<file path="config.mk">
export PLATFORM = sky130hd
export DESIGN_NAME = rio_image_mapper
export DESIGN_NICKNAME = d
export VERILOG_FILES = /design/src/rio_map_pkg.sv /design/src/rio_image_mapper.sv
export SDC_FILE = /design/constraint.sdc
export NUM_CORES = 1
export LEC_CHECK = 0
export ABC_AREA = 0
export BUFFER_PORTS_ARGS = -buffer_cell sky130_fd_sc_hd__buf_2
export CAP_MARGIN = 30
export CORE_MARGIN = 2
export CORE_UTILIZATION = 40
export CTS_BUF_LIST = sky130_fd_sc_hd__clkbuf_8
export CTS_CLUSTER_DIAMETER = 50
export DETAILED_ROUTE_END_ITERATION = 12
export GPL_TIMING_DRIVEN = 1
export PLACE_DENSITY_LB_ADDON = 0.3
export SLEW_MARGIN = 10
export SYNTH_ARGS = -nofsm -noshare
export SYNTH_HDL_FRONTEND = slang
export SYNTH_SLANG_ARGS = --single-unit
export TNS_END_PERCENT = 50
</file>
<file path="constraint.sdc">
create_clock -name clk_i -period 12.3 [get_ports clk_i]
set_clock_uncertainty 0.05 [all_clocks]
set_input_delay 1.23 -clock clk_i [delete_from_list [all_inputs] [get_ports clk_i]]
set_output_delay 1.23 -clock clk_i [all_outputs]
set_load 0.1 [all_outputs]
</file>
<file path="src/rio_map_pkg.sv">
// Purpose: Shared constants and types for the remote I/O image mapper.
// Assumes: Relay addresses fit in 14 bits; one byte per relay address.
// Notes: Window sizes are counted in bytes.
`default_nettype none
package rio_map_pkg;
   localparam int ADDR_W = 14;
   localparam int DI_BYTES = 8;
   localparam int DO_BYTES = 6;
   localparam int UNIT_DO_BYTES = 3;
   localparam int FIFO_DEPTH = 4;
   localparam int G1_EN_BIT = 4;
   localparam int G2_EN_BIT = 5;
   localparam int ALM_G1_BASIC = 0;
   localparam int ALM_G1_EXT = 1;
   localparam int ALM_G2_BASIC = 2;
   localparam int ALM_G2_EXT = 3;
   localparam logic [13:0] LO_TOP_DEF = 14'h05db;
   localparam logic [13:0] HI_START = 14'h238c;
   localparam logic [14:0] HI_END = 15'h239e;
   localparam logic [7:0] DO_RESET = 8'h00;
   localparam logic [3:0] ALM_UPPER = 4'h0;

   typedef struct packed {
      logic [ADDR_W-1:0] addr;
      logic [7:0] data;
   } relay_wr_type;

   typedef struct packed {
      logic [ADDR_W-1:0] start;
      logic [3:0] size;
   } win_type;

   typedef struct packed {
      win_type di;
      win_type dout;
   } group_cfg_type;

   typedef enum logic [2:0] {
      S_IDLE = 3'b000,
      S_DI = 3'b001,
      S_DO = 3'b011,
      S_ALM = 3'b010,
      S_DONE = 3'b110
   } scan_state_type;
endpackage
`default_nettype wire

</file>
<file path="src/rio_image_mapper.sv">
// Purpose: Copies remote DI bytes into the relay image and remote DO bytes out of it.
// Assumes: Relay memory write port takes one word per valid/ready; reads return next cycle.
// Notes: Windows that run out of the allowed relay range are skipped whole.
`timescale 1ns/10ps
`default_nettype none

module rio_wr_fifo #(
   parameter int WIDTH = 22,
   parameter int DEPTH = 4
) (
   // Clock and reset
   input wire logic clk_i,
   input wire logic rstn_i,
   // Filling side
   input wire logic in_valid_i,
   output logic in_ready_o,
   input wire logic [WIDTH-1:0] in_data_i,
   // Draining side
   output logic out_valid_o,
   input wire logic out_ready_i,
   output logic [WIDTH-1:0] out_data_o
);
   localparam int PW = $clog2(DEPTH);
   logic [WIDTH-1:0] mem_ff [DEPTH];
   logic [PW-1:0] wp_ff, rp_ff;
   logic [PW:0] cnt_ff;
   logic push, pop;

   // Full and empty come from the occupancy count only
   assign in_ready_o = (cnt_ff != (PW+1)'(DEPTH));
   assign out_valid_o = (cnt_ff != '0);
   assign out_data_o = mem_ff[rp_ff];
   assign push = in_valid_i && in_ready_o;
   assign pop = out_valid_o && out_ready_i;

   // Storage has no reset, pointers do
   always_ff @(posedge clk_i) begin
      if (push) begin
         mem_ff[wp_ff] <= in_data_i;
      end
   end

   always_ff @(posedge clk_i) begin
      if (!rstn_i) begin
         wp_ff <= '0;
         rp_ff <= '0;
         cnt_ff <= '0;
      end else begin
         if (push) wp_ff <= (wp_ff == PW'(DEPTH-1)) ? '0 : wp_ff + 1'b1;
         if (pop) rp_ff <= (rp_ff == PW'(DEPTH-1)) ? '0 : rp_ff + 1'b1;
         cnt_ff <= cnt_ff + (PW+1)'(push) - (PW+1)'(pop);
      end
   end
endmodule

//Contract
//[RULE1] Input window size is 0..4 bytes basic only, 0..8 with extended unit.
//[RULE2] Output window size is 0..3 bytes basic only, 0..6 with extended unit.
//[RULE3] Only bytes from input start address for input size are input data.
//[RULE4] Output data is taken only from the configured output window bytes.
//[RULE5] Group one maps only when use bit 4 set; group two when bit 5.
//[RULE6] A window whose end leaves the allowed relay range transfers nothing.
//[RULE7] Start and alarm addresses lie in 0..1499 or 0..2999, plus 9100..9117.
//[RULE8] Alarm bits 0..3 flag group1 basic, group1 ext, group2 basic, group2 ext.
//[RULE9] A faulted driver holds its whole output byte off until the fault clears.
//[RULE10] Driver faults raise no system alarm; block only reports them and runs on.
//[RULE11] Transfers start only after ladder controller and servo both started.
//[RULE12] Data-valid flag shows 1 when module data is valid; ladder checks it.
//[RULE13] Configurer keeps all windows non-overlapping with each other and other units.
//[RULE14] Each byte from the window start moves atomically; multi-byte not guaranteed.
//[RULE15] Configurer never enables an extended unit without its basic unit.
//[RULE16] Slave translation value is 16 for the near group, 48 for the far.
//[RULE17] Alarm status bits 7..4 read as zero.
module rio_image_mapper import rio_map_pkg::*; #(
   parameter logic [13:0] RELAY_LO_TOP = LO_TOP_DEF
) (
   // Clock and reset
   input wire logic clk_i,
   input wire logic rstn_i,
   // Configuration
   input wire logic [15:0] module_use_i,
   input wire group_cfg_type [1:0] group_cfg_i,
   input wire logic [ADDR_W-1:0] alarm_addr_i,
   // Startup status
   input wire logic ladder_started_i,
   input wire logic servo_started_i,
   output logic data_valid_o,
   // Remote module pins
   input wire logic [1:0][DI_BYTES-1:0][7:0] remote_di_i,
   input wire logic [1:0][DO_BYTES-1:0] driver_fault_i,
   output logic [1:0][DO_BYTES-1:0][7:0] remote_do_o,
   // Alarm status
   output logic [7:0] alarm_status_o,
   // Relay memory write port
   output logic mem_wr_valid_o,
   input wire logic mem_wr_ready_i,
   output relay_wr_type mem_wr_o,
   // Relay memory read port
   output logic mem_rd_en_o,
   output logic [ADDR_W-1:0] mem_rd_addr_o,
   input wire logic [7:0] mem_rd_data_i
);
   localparam logic [14:0] LO_END = {1'b0, RELAY_LO_TOP} + 15'h0001;

   scan_state_type state_ff;
   logic grp_ff;
   logic [2:0] byt_ff;
   logic [1:0][DI_BYTES-1:0][7:0] di_s1_ff, di_s2_ff, di_s3_ff, di_ff;
   logic [1:0][DO_BYTES-1:0] flt_s1_ff, flt_s2_ff, flt_s3_ff, flt_ff, flt_d_ff;
   logic [1:0][DO_BYTES-1:0][7:0] img_ff, do_ff;
   logic [3:0] unit_alm;
   logic [3:0] alm_ff;
   logic valid_ff, rd_pend_ff, rd_grp_ff;
   logic [2:0] rd_byt_ff;
   logic [1:0] grp_en;
   win_type di_w, do_w;
   logic di_act, do_act, alm_ok, push, push_ready, last_byte;
   relay_wr_type push_word;

   // Window end must stay inside the low range or the high block
   function automatic logic win_ok(input logic [ADDR_W-1:0] st, input logic [3:0] sz);
      logic [14:0] e;
      e = {1'b0, st} + {11'h000, sz};
      win_ok = (e <= LO_END) || ((st >= HI_START) && (e <= HI_END));
   endfunction

   assign grp_en = {module_use_i[G2_EN_BIT], module_use_i[G1_EN_BIT]}; // [RULE5]
   assign di_w = group_cfg_i[grp_ff].di;
   assign do_w = group_cfg_i[grp_ff].dout;
   // Byte is moved only if group enabled, window legal and byte inside size
   assign di_act = grp_en[grp_ff] && win_ok(di_w.start, di_w.size) && ({1'b0, byt_ff} < di_w.size); // [RULE3] [RULE6]
   assign do_act = grp_en[grp_ff] && win_ok(do_w.start, do_w.size) && ({1'b0, byt_ff} < do_w.size); // [RULE4] [RULE6]
   assign alm_ok = win_ok(alarm_addr_i, 4'h1);
   assign last_byte = (state_ff == S_DI) ? (byt_ff == 3'(DI_BYTES-1)) : (byt_ff == 3'(DO_BYTES-1));

   // Writes of DI bytes and the alarm byte go through the FIFO
   always_comb begin
      push = 1'b0;
      push_word = '0;
      if (state_ff == S_DI && di_act) begin
         push = 1'b1;
         push_word.addr = di_w.start + ADDR_W'(byt_ff);
         push_word.data = di_ff[grp_ff][byt_ff]; // [RULE14]
      end else if (state_ff == S_ALM && alm_ok) begin
         push = 1'b1;
         push_word.addr = alarm_addr_i;
         push_word.data = alarm_status_o;
      end
   end

   rio_wr_fifo #(.WIDTH($bits(relay_wr_type)), .DEPTH(FIFO_DEPTH)) u_fifo (
      .clk_i(clk_i),
      .rstn_i(rstn_i),
      .in_valid_i(push),
      .in_ready_o(push_ready),
      .in_data_i(push_word),
      .out_valid_o(mem_wr_valid_o),
      .out_ready_i(mem_wr_ready_i),
      .out_data_o(mem_wr_o)
   );

   // Pin inputs: three stages, a byte or bit changes once stages two and three agree
   always_ff @(posedge clk_i) begin
      if (!rstn_i) begin
         di_s1_ff <= '0;
         di_s2_ff <= '0;
         di_s3_ff <= '0;
         di_ff <= '0;
      end else begin
         di_s1_ff <= remote_di_i;
         di_s2_ff <= di_s1_ff;
         di_s3_ff <= di_s2_ff;
         for (int g = 0; g < 2; g++) begin
            for (int b = 0; b < DI_BYTES; b++) begin
               if (di_s2_ff[g][b] == di_s3_ff[g][b]) di_ff[g][b] <= di_s3_ff[g][b]; // [RULE14]
            end
         end
      end
   end

   always_ff @(posedge clk_i) begin
      if (!rstn_i) begin
         flt_s1_ff <= '0;
         flt_s2_ff <= '0;
         flt_s3_ff <= '0;
         flt_ff <= '0;
         flt_d_ff <= '0;
      end else begin
         flt_s1_ff <= driver_fault_i;
         flt_s2_ff <= flt_s1_ff;
         flt_s3_ff <= flt_s2_ff;
         flt_ff <= (flt_s2_ff & flt_s3_ff) | (flt_ff & (flt_s2_ff | flt_s3_ff));
         flt_d_ff <= flt_ff;
      end
   end

   // Scan sequencer; stalls only while a DI or alarm word waits on a full FIFO
   always_ff @(posedge clk_i) begin
      if (!rstn_i) begin
         state_ff <= S_IDLE;
         grp_ff <= 1'b0;
         byt_ff <= 3'h0;
      end else begin
         case (state_ff)
            S_IDLE: begin
               if (ladder_started_i && servo_started_i) state_ff <= S_DI; // [RULE11]
            end
            S_DI, S_DO: begin
               if (!push || push_ready) begin
                  byt_ff <= last_byte ? 3'h0 : byt_ff + 3'h1;
                  if (last_byte) begin
                     grp_ff <= ~grp_ff;
                     if (grp_ff) state_ff <= (state_ff == S_DI) ? S_DO : S_ALM;
                  end
               end
            end
            S_ALM: begin
               if (!push || push_ready) state_ff <= S_DONE;
            end
            default: begin
               state_ff <= S_IDLE;
            end
         endcase
      end
   end

   // DO bytes are read one per cycle; out-of-window bytes are cleared
   always_ff @(posedge clk_i) begin
      if (!rstn_i) begin
         rd_pend_ff <= 1'b0;
         rd_grp_ff <= 1'b0;
         rd_byt_ff <= 3'h0;
         img_ff <= '0;
      end else begin
         rd_pend_ff <= mem_rd_en_o;
         rd_grp_ff <= grp_ff;
         rd_byt_ff <= byt_ff;
         if (rd_pend_ff) img_ff[rd_grp_ff][rd_byt_ff] <= mem_rd_data_i; // [RULE14]
         if (state_ff == S_DO && !do_act) img_ff[grp_ff][byt_ff] <= DO_RESET; // [RULE4] [RULE5]
      end
   end

   assign mem_rd_en_o = (state_ff == S_DO) && do_act;
   assign mem_rd_addr_o = do_w.start + ADDR_W'(byt_ff);

   // A faulted driver forces its byte off; protection never stops the scan
   always_ff @(posedge clk_i) begin
      if (!rstn_i) begin
         do_ff <= '0;
      end else begin
         for (int g = 0; g < 2; g++) begin
            for (int b = 0; b < DO_BYTES; b++) begin
               do_ff[g][b] <= flt_ff[g][b] ? DO_RESET : img_ff[g][b]; // [RULE9] [RULE10]
            end
         end
      end
   end

   // Per-unit alarm: basic owns bytes 0..2, extended bytes 3..5
   always_comb begin
      unit_alm[ALM_G1_BASIC] = |flt_ff[0][UNIT_DO_BYTES-1:0];
      unit_alm[ALM_G1_EXT] = |flt_ff[0][DO_BYTES-1:UNIT_DO_BYTES];
      unit_alm[ALM_G2_BASIC] = |flt_ff[1][UNIT_DO_BYTES-1:0];
      unit_alm[ALM_G2_EXT] = |flt_ff[1][DO_BYTES-1:UNIT_DO_BYTES];
   end

   always_ff @(posedge clk_i) begin
      if (!rstn_i) alm_ff <= '0;
      else alm_ff <= unit_alm; // [RULE8] [RULE10]
   end

   // Valid after the first complete scan; dropped when either party stops
   always_ff @(posedge clk_i) begin
      if (!rstn_i) valid_ff <= 1'b0;
      else if (!(ladder_started_i && servo_started_i)) valid_ff <= 1'b0; // [RULE11]
      else if (state_ff == S_DONE) valid_ff <= 1'b1; // [RULE12]
   end

   assign data_valid_o = valid_ff;
   assign remote_do_o = do_ff;
   assign alarm_status_o = {ALM_UPPER, alm_ff}; // [RULE17]
endmodule
`default_nettype wire

</file>
Word level (Yosys, flattened, before mapping)
Memories as Yosys holds them, arrays and structs flattened. A register that Yosys moved wholly into a read port is not among the register bits.
Cells that the tools add are included.
- input bits: 255
- memories: 1
- word-level logic and storage cells: 261
- bits in registers: 776
- output and inout port bits: 143
- memory bits (writable): 88
- add/sub/neg operators: 10
- order comparisons: 19
- reduce and logical (&&, ||, !) cells: 47
- multiplexer cells: 39
- bitwise logic cells: 8
- equality and inequality tests: 30
- memories (memory ; depth ; width ; rd ports ; clocked after memory_dff ; write ports ; line ; source):
    u_fifo.mem_ff ; 4 ; 22 ; 1 ; 1 ; 1 ; rio_image_mapper.sv:24 ; logic [WIDTH-1:0] mem_ff [DEPTH];
- operators with widths (cell ; count):
    2-to-1 mux 96 bit ; 3
    equality test 8 bit ; 16
    2-to-1 mux 64 bit ; 2
    bitwise AND 96 bit ; 1
    bitwise mux 96 bit ; 1
    demux 48 bit (select 1 bit) ; 2
    2-to-1 mux 48 bit ; 2
    NOT 96 bit ; 1
    2-to-1 mux 36 bit ; 2
    demux 8 bit (select 3 bit) ; 2
    <= comparator 15 x 11 -> 1 bit, second input constant ; 3
    <= comparator 15 x 14 -> 1 bit, second input constant ; 3
    2-to-1 mux 22 bit ; 2
    greater-or-equal comparator 14 bit, second input constant ; 3
    adder 14 x 4 -> 15 bit ; 2
    adder 14 x 3 -> 14 bit ; 2
    OR reduction 2 bit ; 13
    bitwise AND 12 bit ; 2
    binary-select mux 8 bit (select 3 bit) ; 1
    2-to-1 mux 8 bit ; 3
    bitwise OR 12 bit ; 2
    logical AND 1 bit ; 18
    2-to-1 mux 3 bit ; 6
    adder 14 x 1 -> 15 bit, second input constant ; 1
    other kinds (28) ; 60

Depth between registers and ports, before layout
- depth after elaboration: 14
- depth in mapped cells: 23
- gate-level depth less buffers: 15

Modules after synthesis
From an unflattened synthesis, not the netlist that was laid out.
- cells, all modules: 2829
- area total of the unflattened synthesis: 31786.7 um^2
- by module, submodules not included (module ; cells each ; times used ; area an instance (um^2)):
    rio_image_mapper ; 2663 ; 1 ; 28140.7
    rio_wr_fifo ; 166 ; 1 ; 3646.0

Worst setup path before layout
No wires, ideal clock.
- path kind: register to output
- start point: reg grp_ff
- end point: out mem_rd_en_o
- path buffers: 9
- data required time: 11020 ps
- arrival: 5479 ps
- cell stages (with the launch flop): 21
- path slack: 5541 ps
- cell sequence: dfxtp_1 -> buf_6 -> buf_4 -> buf_4 -> buf_4 -> buf_2 -> buf_2 -> buf_2 -> buf_2 -> mux2i_1 -> inv_1 -> ha_1 -> a21oi_1 -> o21ai_0 -> and3_1 -> nor2_1 -> a22o_1 -> a211oi_4 -> buf_6 -> nand3_1 -> nor2_1
- word-level cells in the longest chain between the ends: 9
- elaborated cells between the ends (all ways): 14
- ends and longest elaborated chain (item ; line ; source):
    from (decl) ; rio_image_mapper.sv:106 ; logic grp_ff;
    from (signal assigned) ; rio_image_mapper.sv:212 ; grp_ff <= ~grp_ff;
    2-to-1 mux 36 bit (not written as such) (2 in a row) ; rio_image_mapper.sv:129 ; assign do_w = group_cfg_i[grp_ff].dout;
    adder 14 x 4 -> 15 bit ; rio_image_mapper.sv:123 ; e = {1'b0, st} + {11'h000, sz};
    <= comparator 15 x 14 -> 1 bit ; rio_image_mapper.sv:124 ; win_ok = (e <= LO_END) || ((st >= HI_START) && (e <= HI_END));
    logical AND 1 bit ; rio_image_mapper.sv:124 ;
    logical OR 1 bit ; rio_image_mapper.sv:124 ;
    logical AND 1 bit ; rio_image_mapper.sv:132 ; assign do_act = grp_en[grp_ff] && win_ok(do_w.start, do_w.size) && ({1'b0, byt_ff} < do_w.size);
    logical AND 1 bit * ; rio_image_mapper.sv:132 ;
    logical AND 1 bit * ; rio_image_mapper.sv:243 ; assign mem_rd_en_o = (state_ff == S_DO) && do_act;
    to (decl) ; rio_image_mapper.sv:99 ; output logic mem_rd_en_o,
Mark *: on every way between the ends. The rest lies on a longest branch, timed or not. The select of a mux whose other input is x is not followed.

Worst setup path in the final report
Same ends and word-level chain as after synthesis.

==> reports/metrics.cfg <==
[critical_path]
crit_type=reg2out
arrival_ns=5.60
cpPeakStageDelay_ns=0.88
cp_cell_sequence=mux2i_1 -> inv_1 -> ha_1 -> a21oi_1 -> o21ai_0 -> nor2b_1 -> xnor2_1 -> o311ai_1 -> a221o_1 -> nand3_1 -> nor2_1 -> buf_2
cp.required_ns=11.02
cp-start-kind=register
cp_max_fo=72
worstSetupEndpointType=primary output
cpMaxStageDelayCell=dfxtp_4
rr_worst_depth=13

[global_routing]
grt_start_max_net_pins=304
grt_pass1_vias=20534
antenna_found_initial=4
grt_overflow_total=0
grt_pass1_wl_um=116000
grtUsageTotal=0.184

[sta]
finalSetupViolCount=0
slew_headroom=0.0953
max_freq_mhz=145
layout_setup_ws_ns=5.42
fin_crit_ns=6.88
hold_viol=0
hold_slack_ns=0.371
finalCritPeriodShare=0.560
grt_setup_unrepaired=no
tightest_slew_ns=1.36
fin_tns_setup_ns=0
finalMaxSlewViolations=0

[die]
die_h_um=287
io_pins=398
num_rows=103
start_util=0.405
die_x_um=287
die_area_um2=82400
fp.coreArea_um2=79100

[logic_synthesis]
syn_inst=2824
ys_ff_latch=866
async_flop_share=0
synth_seq_area_share=0.568
ys_warn_count=0
synthesis.area_um2=32100
syn_avg_cell_area_um2=11.4
synthDistinctLibCells=81
synth-edff-count=88
synthFlopType=dfxtp_1

[cts]
clockBufferDepth=3
cts_sinks=866
post_cts_resized=0
path_clk_slew_ns=0.06
hold_buffers=0
numCtsBuffers=144
post_cts_buffers=0
cts-root-buf=clkbuf_8
cts.htree.levels=4
cts_tree=yes
clk_latency_ns=0.78

[power]
peakVddDrop_mv=0.0826
leakagePower_nw=16.7
power.density_nw_per_um2=161
power_mw=6.07

[routing]
wirelength_um=77100
routedWlPerCell_um=17.5
wl_met1_um=34000
wl_met2_um=37300
avgViaCountPerCell=4.78
first_pass_iters=5
vias=20993
wl_met3_um=3990
drc=0
drt-initial-drc-count=1063
highest_layer=met5
ant_nets=0

[cells_and_area]
layout.area.seq_um2=18200
instances_no_fill=4396
multi_input_area_um2=13100
fillers=7359
nets=3531
drive_gt1_frac=0.209
syn_to_final_growth_pct=17.7
antenna_cells=0

[placement]
pre_cts_ws_ns=6.00
portBuffers=379
hpwl_um=54200
gp_congestion=0.851
place_inst=4144

[run_status]
outcome=complete, no violations

[hold_path]
hold_path_depth=1
min_path_type=reg2reg

[flow_run]
drv_cap=0

-- synthesized netlist by cell type, types with 29 or more instances --
cell	number	area (um2)
dfxtp_1	778	15600
inv_1	31	116
nor3_1	115	576
nand2_1	102	383
clkbuf_1	96	360
xnor2_1	29	254
o21ai_0	35	175
nor4_1	37	231
edfxtp_1	88	2640
nor2_1	183	687
xor2_1	140	1230
mux2i_1	269	2690
mux4_2	42	946
a21oi_1	33	165
and2_1	526	3290
ha_1	29	363
-- cells in the final DEF (no fill, tap or decap), types with 9 or more instances in the layout --
cell type	n
xnor2_1	29
dfxtp_1	776
clkbuf_8	168
buf_4	18
o22ai_1	16
edfxtp_1	88
or3_1	21
nand2_1	102
nor3_1	115
inv_1	80
a31oi_1	9
mux2i_1	269
a21oi_1	33
nand3_1	23
clkinv_2	10
nor2_1	183
mux2_2	26
buf_2	378
and2_1	526
mux4_2	42
a211oi_1	10
xor2_1	140
nand3b_1	12
o21ai_0	35
nor4_1	37
ha_1	29
-- flip-flops by register name, summed over array words and instances (netlist names), 4 cells and up, named ones only --
| register | flops |
|---|---|
| flt_ff | 12 |
| di_ff | 128 |
| u_fifo.mem_ff | 88 |
| alm_ff | 4 |
| flt_s3_ff | 12 |
| img_ff | 96 |
| flt_s2_ff | 12 |
| di_s1_ff | 128 |
| di_s3_ff | 128 |
| di_s2_ff | 128 |
| remote_do_o | 96 |
| flt_s1_ff | 12 |
-- critical path: cells and delay by family (launching register included) --
family | cells | cell delay [ns]
XOR/XNOR | 1 | 0.11
buffers and inverters | 2 | 0.63
flip-flops | 1 | 0.88
AO/OA/AOI/OAI | 4 | 1.79
multiplexers | 1 | 0.40
adder cells (fa/ha/maj) | 1 | 0.30
AND/OR/NAND/NOR | 3 | 0.67
-- routing by layer --
layer / track usage / up-vias
li1: - / 10478
met1: 0.229 / 9831
met2: 0.313 / 555
met3: 0.0400 / 127
met4: 0.0654 / 2
met5: 0 / -
-- power breakdown --
| group | switching (mW) | total, mW | internal [mW] |
|---|---|---|---|
| Clock | 1.15 | 2.44 | 1.28 |
| Combinational | 0.452 | 0.671 | 0.219 |
| Sequential | 0.0410 | 2.96 | 2.92 |
| Total | 1.65 | 6.07 | 4.43 |
-- final cells by class --
type                            count  area share
Tap cell                         1050      0.0348
Clock inverter                     82      0.0132
Sequential cell                   866       0.483
Clock buffer                      168      0.0613
Inverter                           32     0.00338
Multi-Input combinational cell   1797       0.348
Timing Repair Buffer              401      0.0561
-- per-stage QoR --
step,area (um2),utilization
after CTS,37700,0.477
after global placement,34800,0.440
final,37700,0.477
after detailed placement,34900,0.441
after global routing,37700,0.477
after floorplan,32100,-
-- final timing paths --
kind	start	end	slack, ns
setup reg to reg	grp_ff$_SDFFE_PN0P_	u_fifo.mem_ff[1][3]$_DFFE_PP_	7.10
hold reg to reg	di_s1_ff[91]$_SDFF_PN0_	di_s2_ff[91]$_SDFF_PN0_	0.37
setup / recovery	grp_ff$_SDFFE_PN0P_	mem_rd_en_o	5.42
hold / removal	di_s1_ff[91]$_SDFF_PN0_	di_s2_ff[91]$_SDFF_PN0_	0.37
-- logic make-up (layout without fill, tap and decap cells) --
kind of cell,Yosys count,count (layout),share of synthesized area
simple gates,1070,1070,0.183
flops,866,866,0.568
mux,340,340,0.124
compound gates,180,180,0.0419
xor+xnor,169,169,0.0462
buf+inv,164,683,0.0220
fa+ha+maj,34,34,0.0144
other cells,1,4,0.000117
Power figures use the tool's default switching activity.
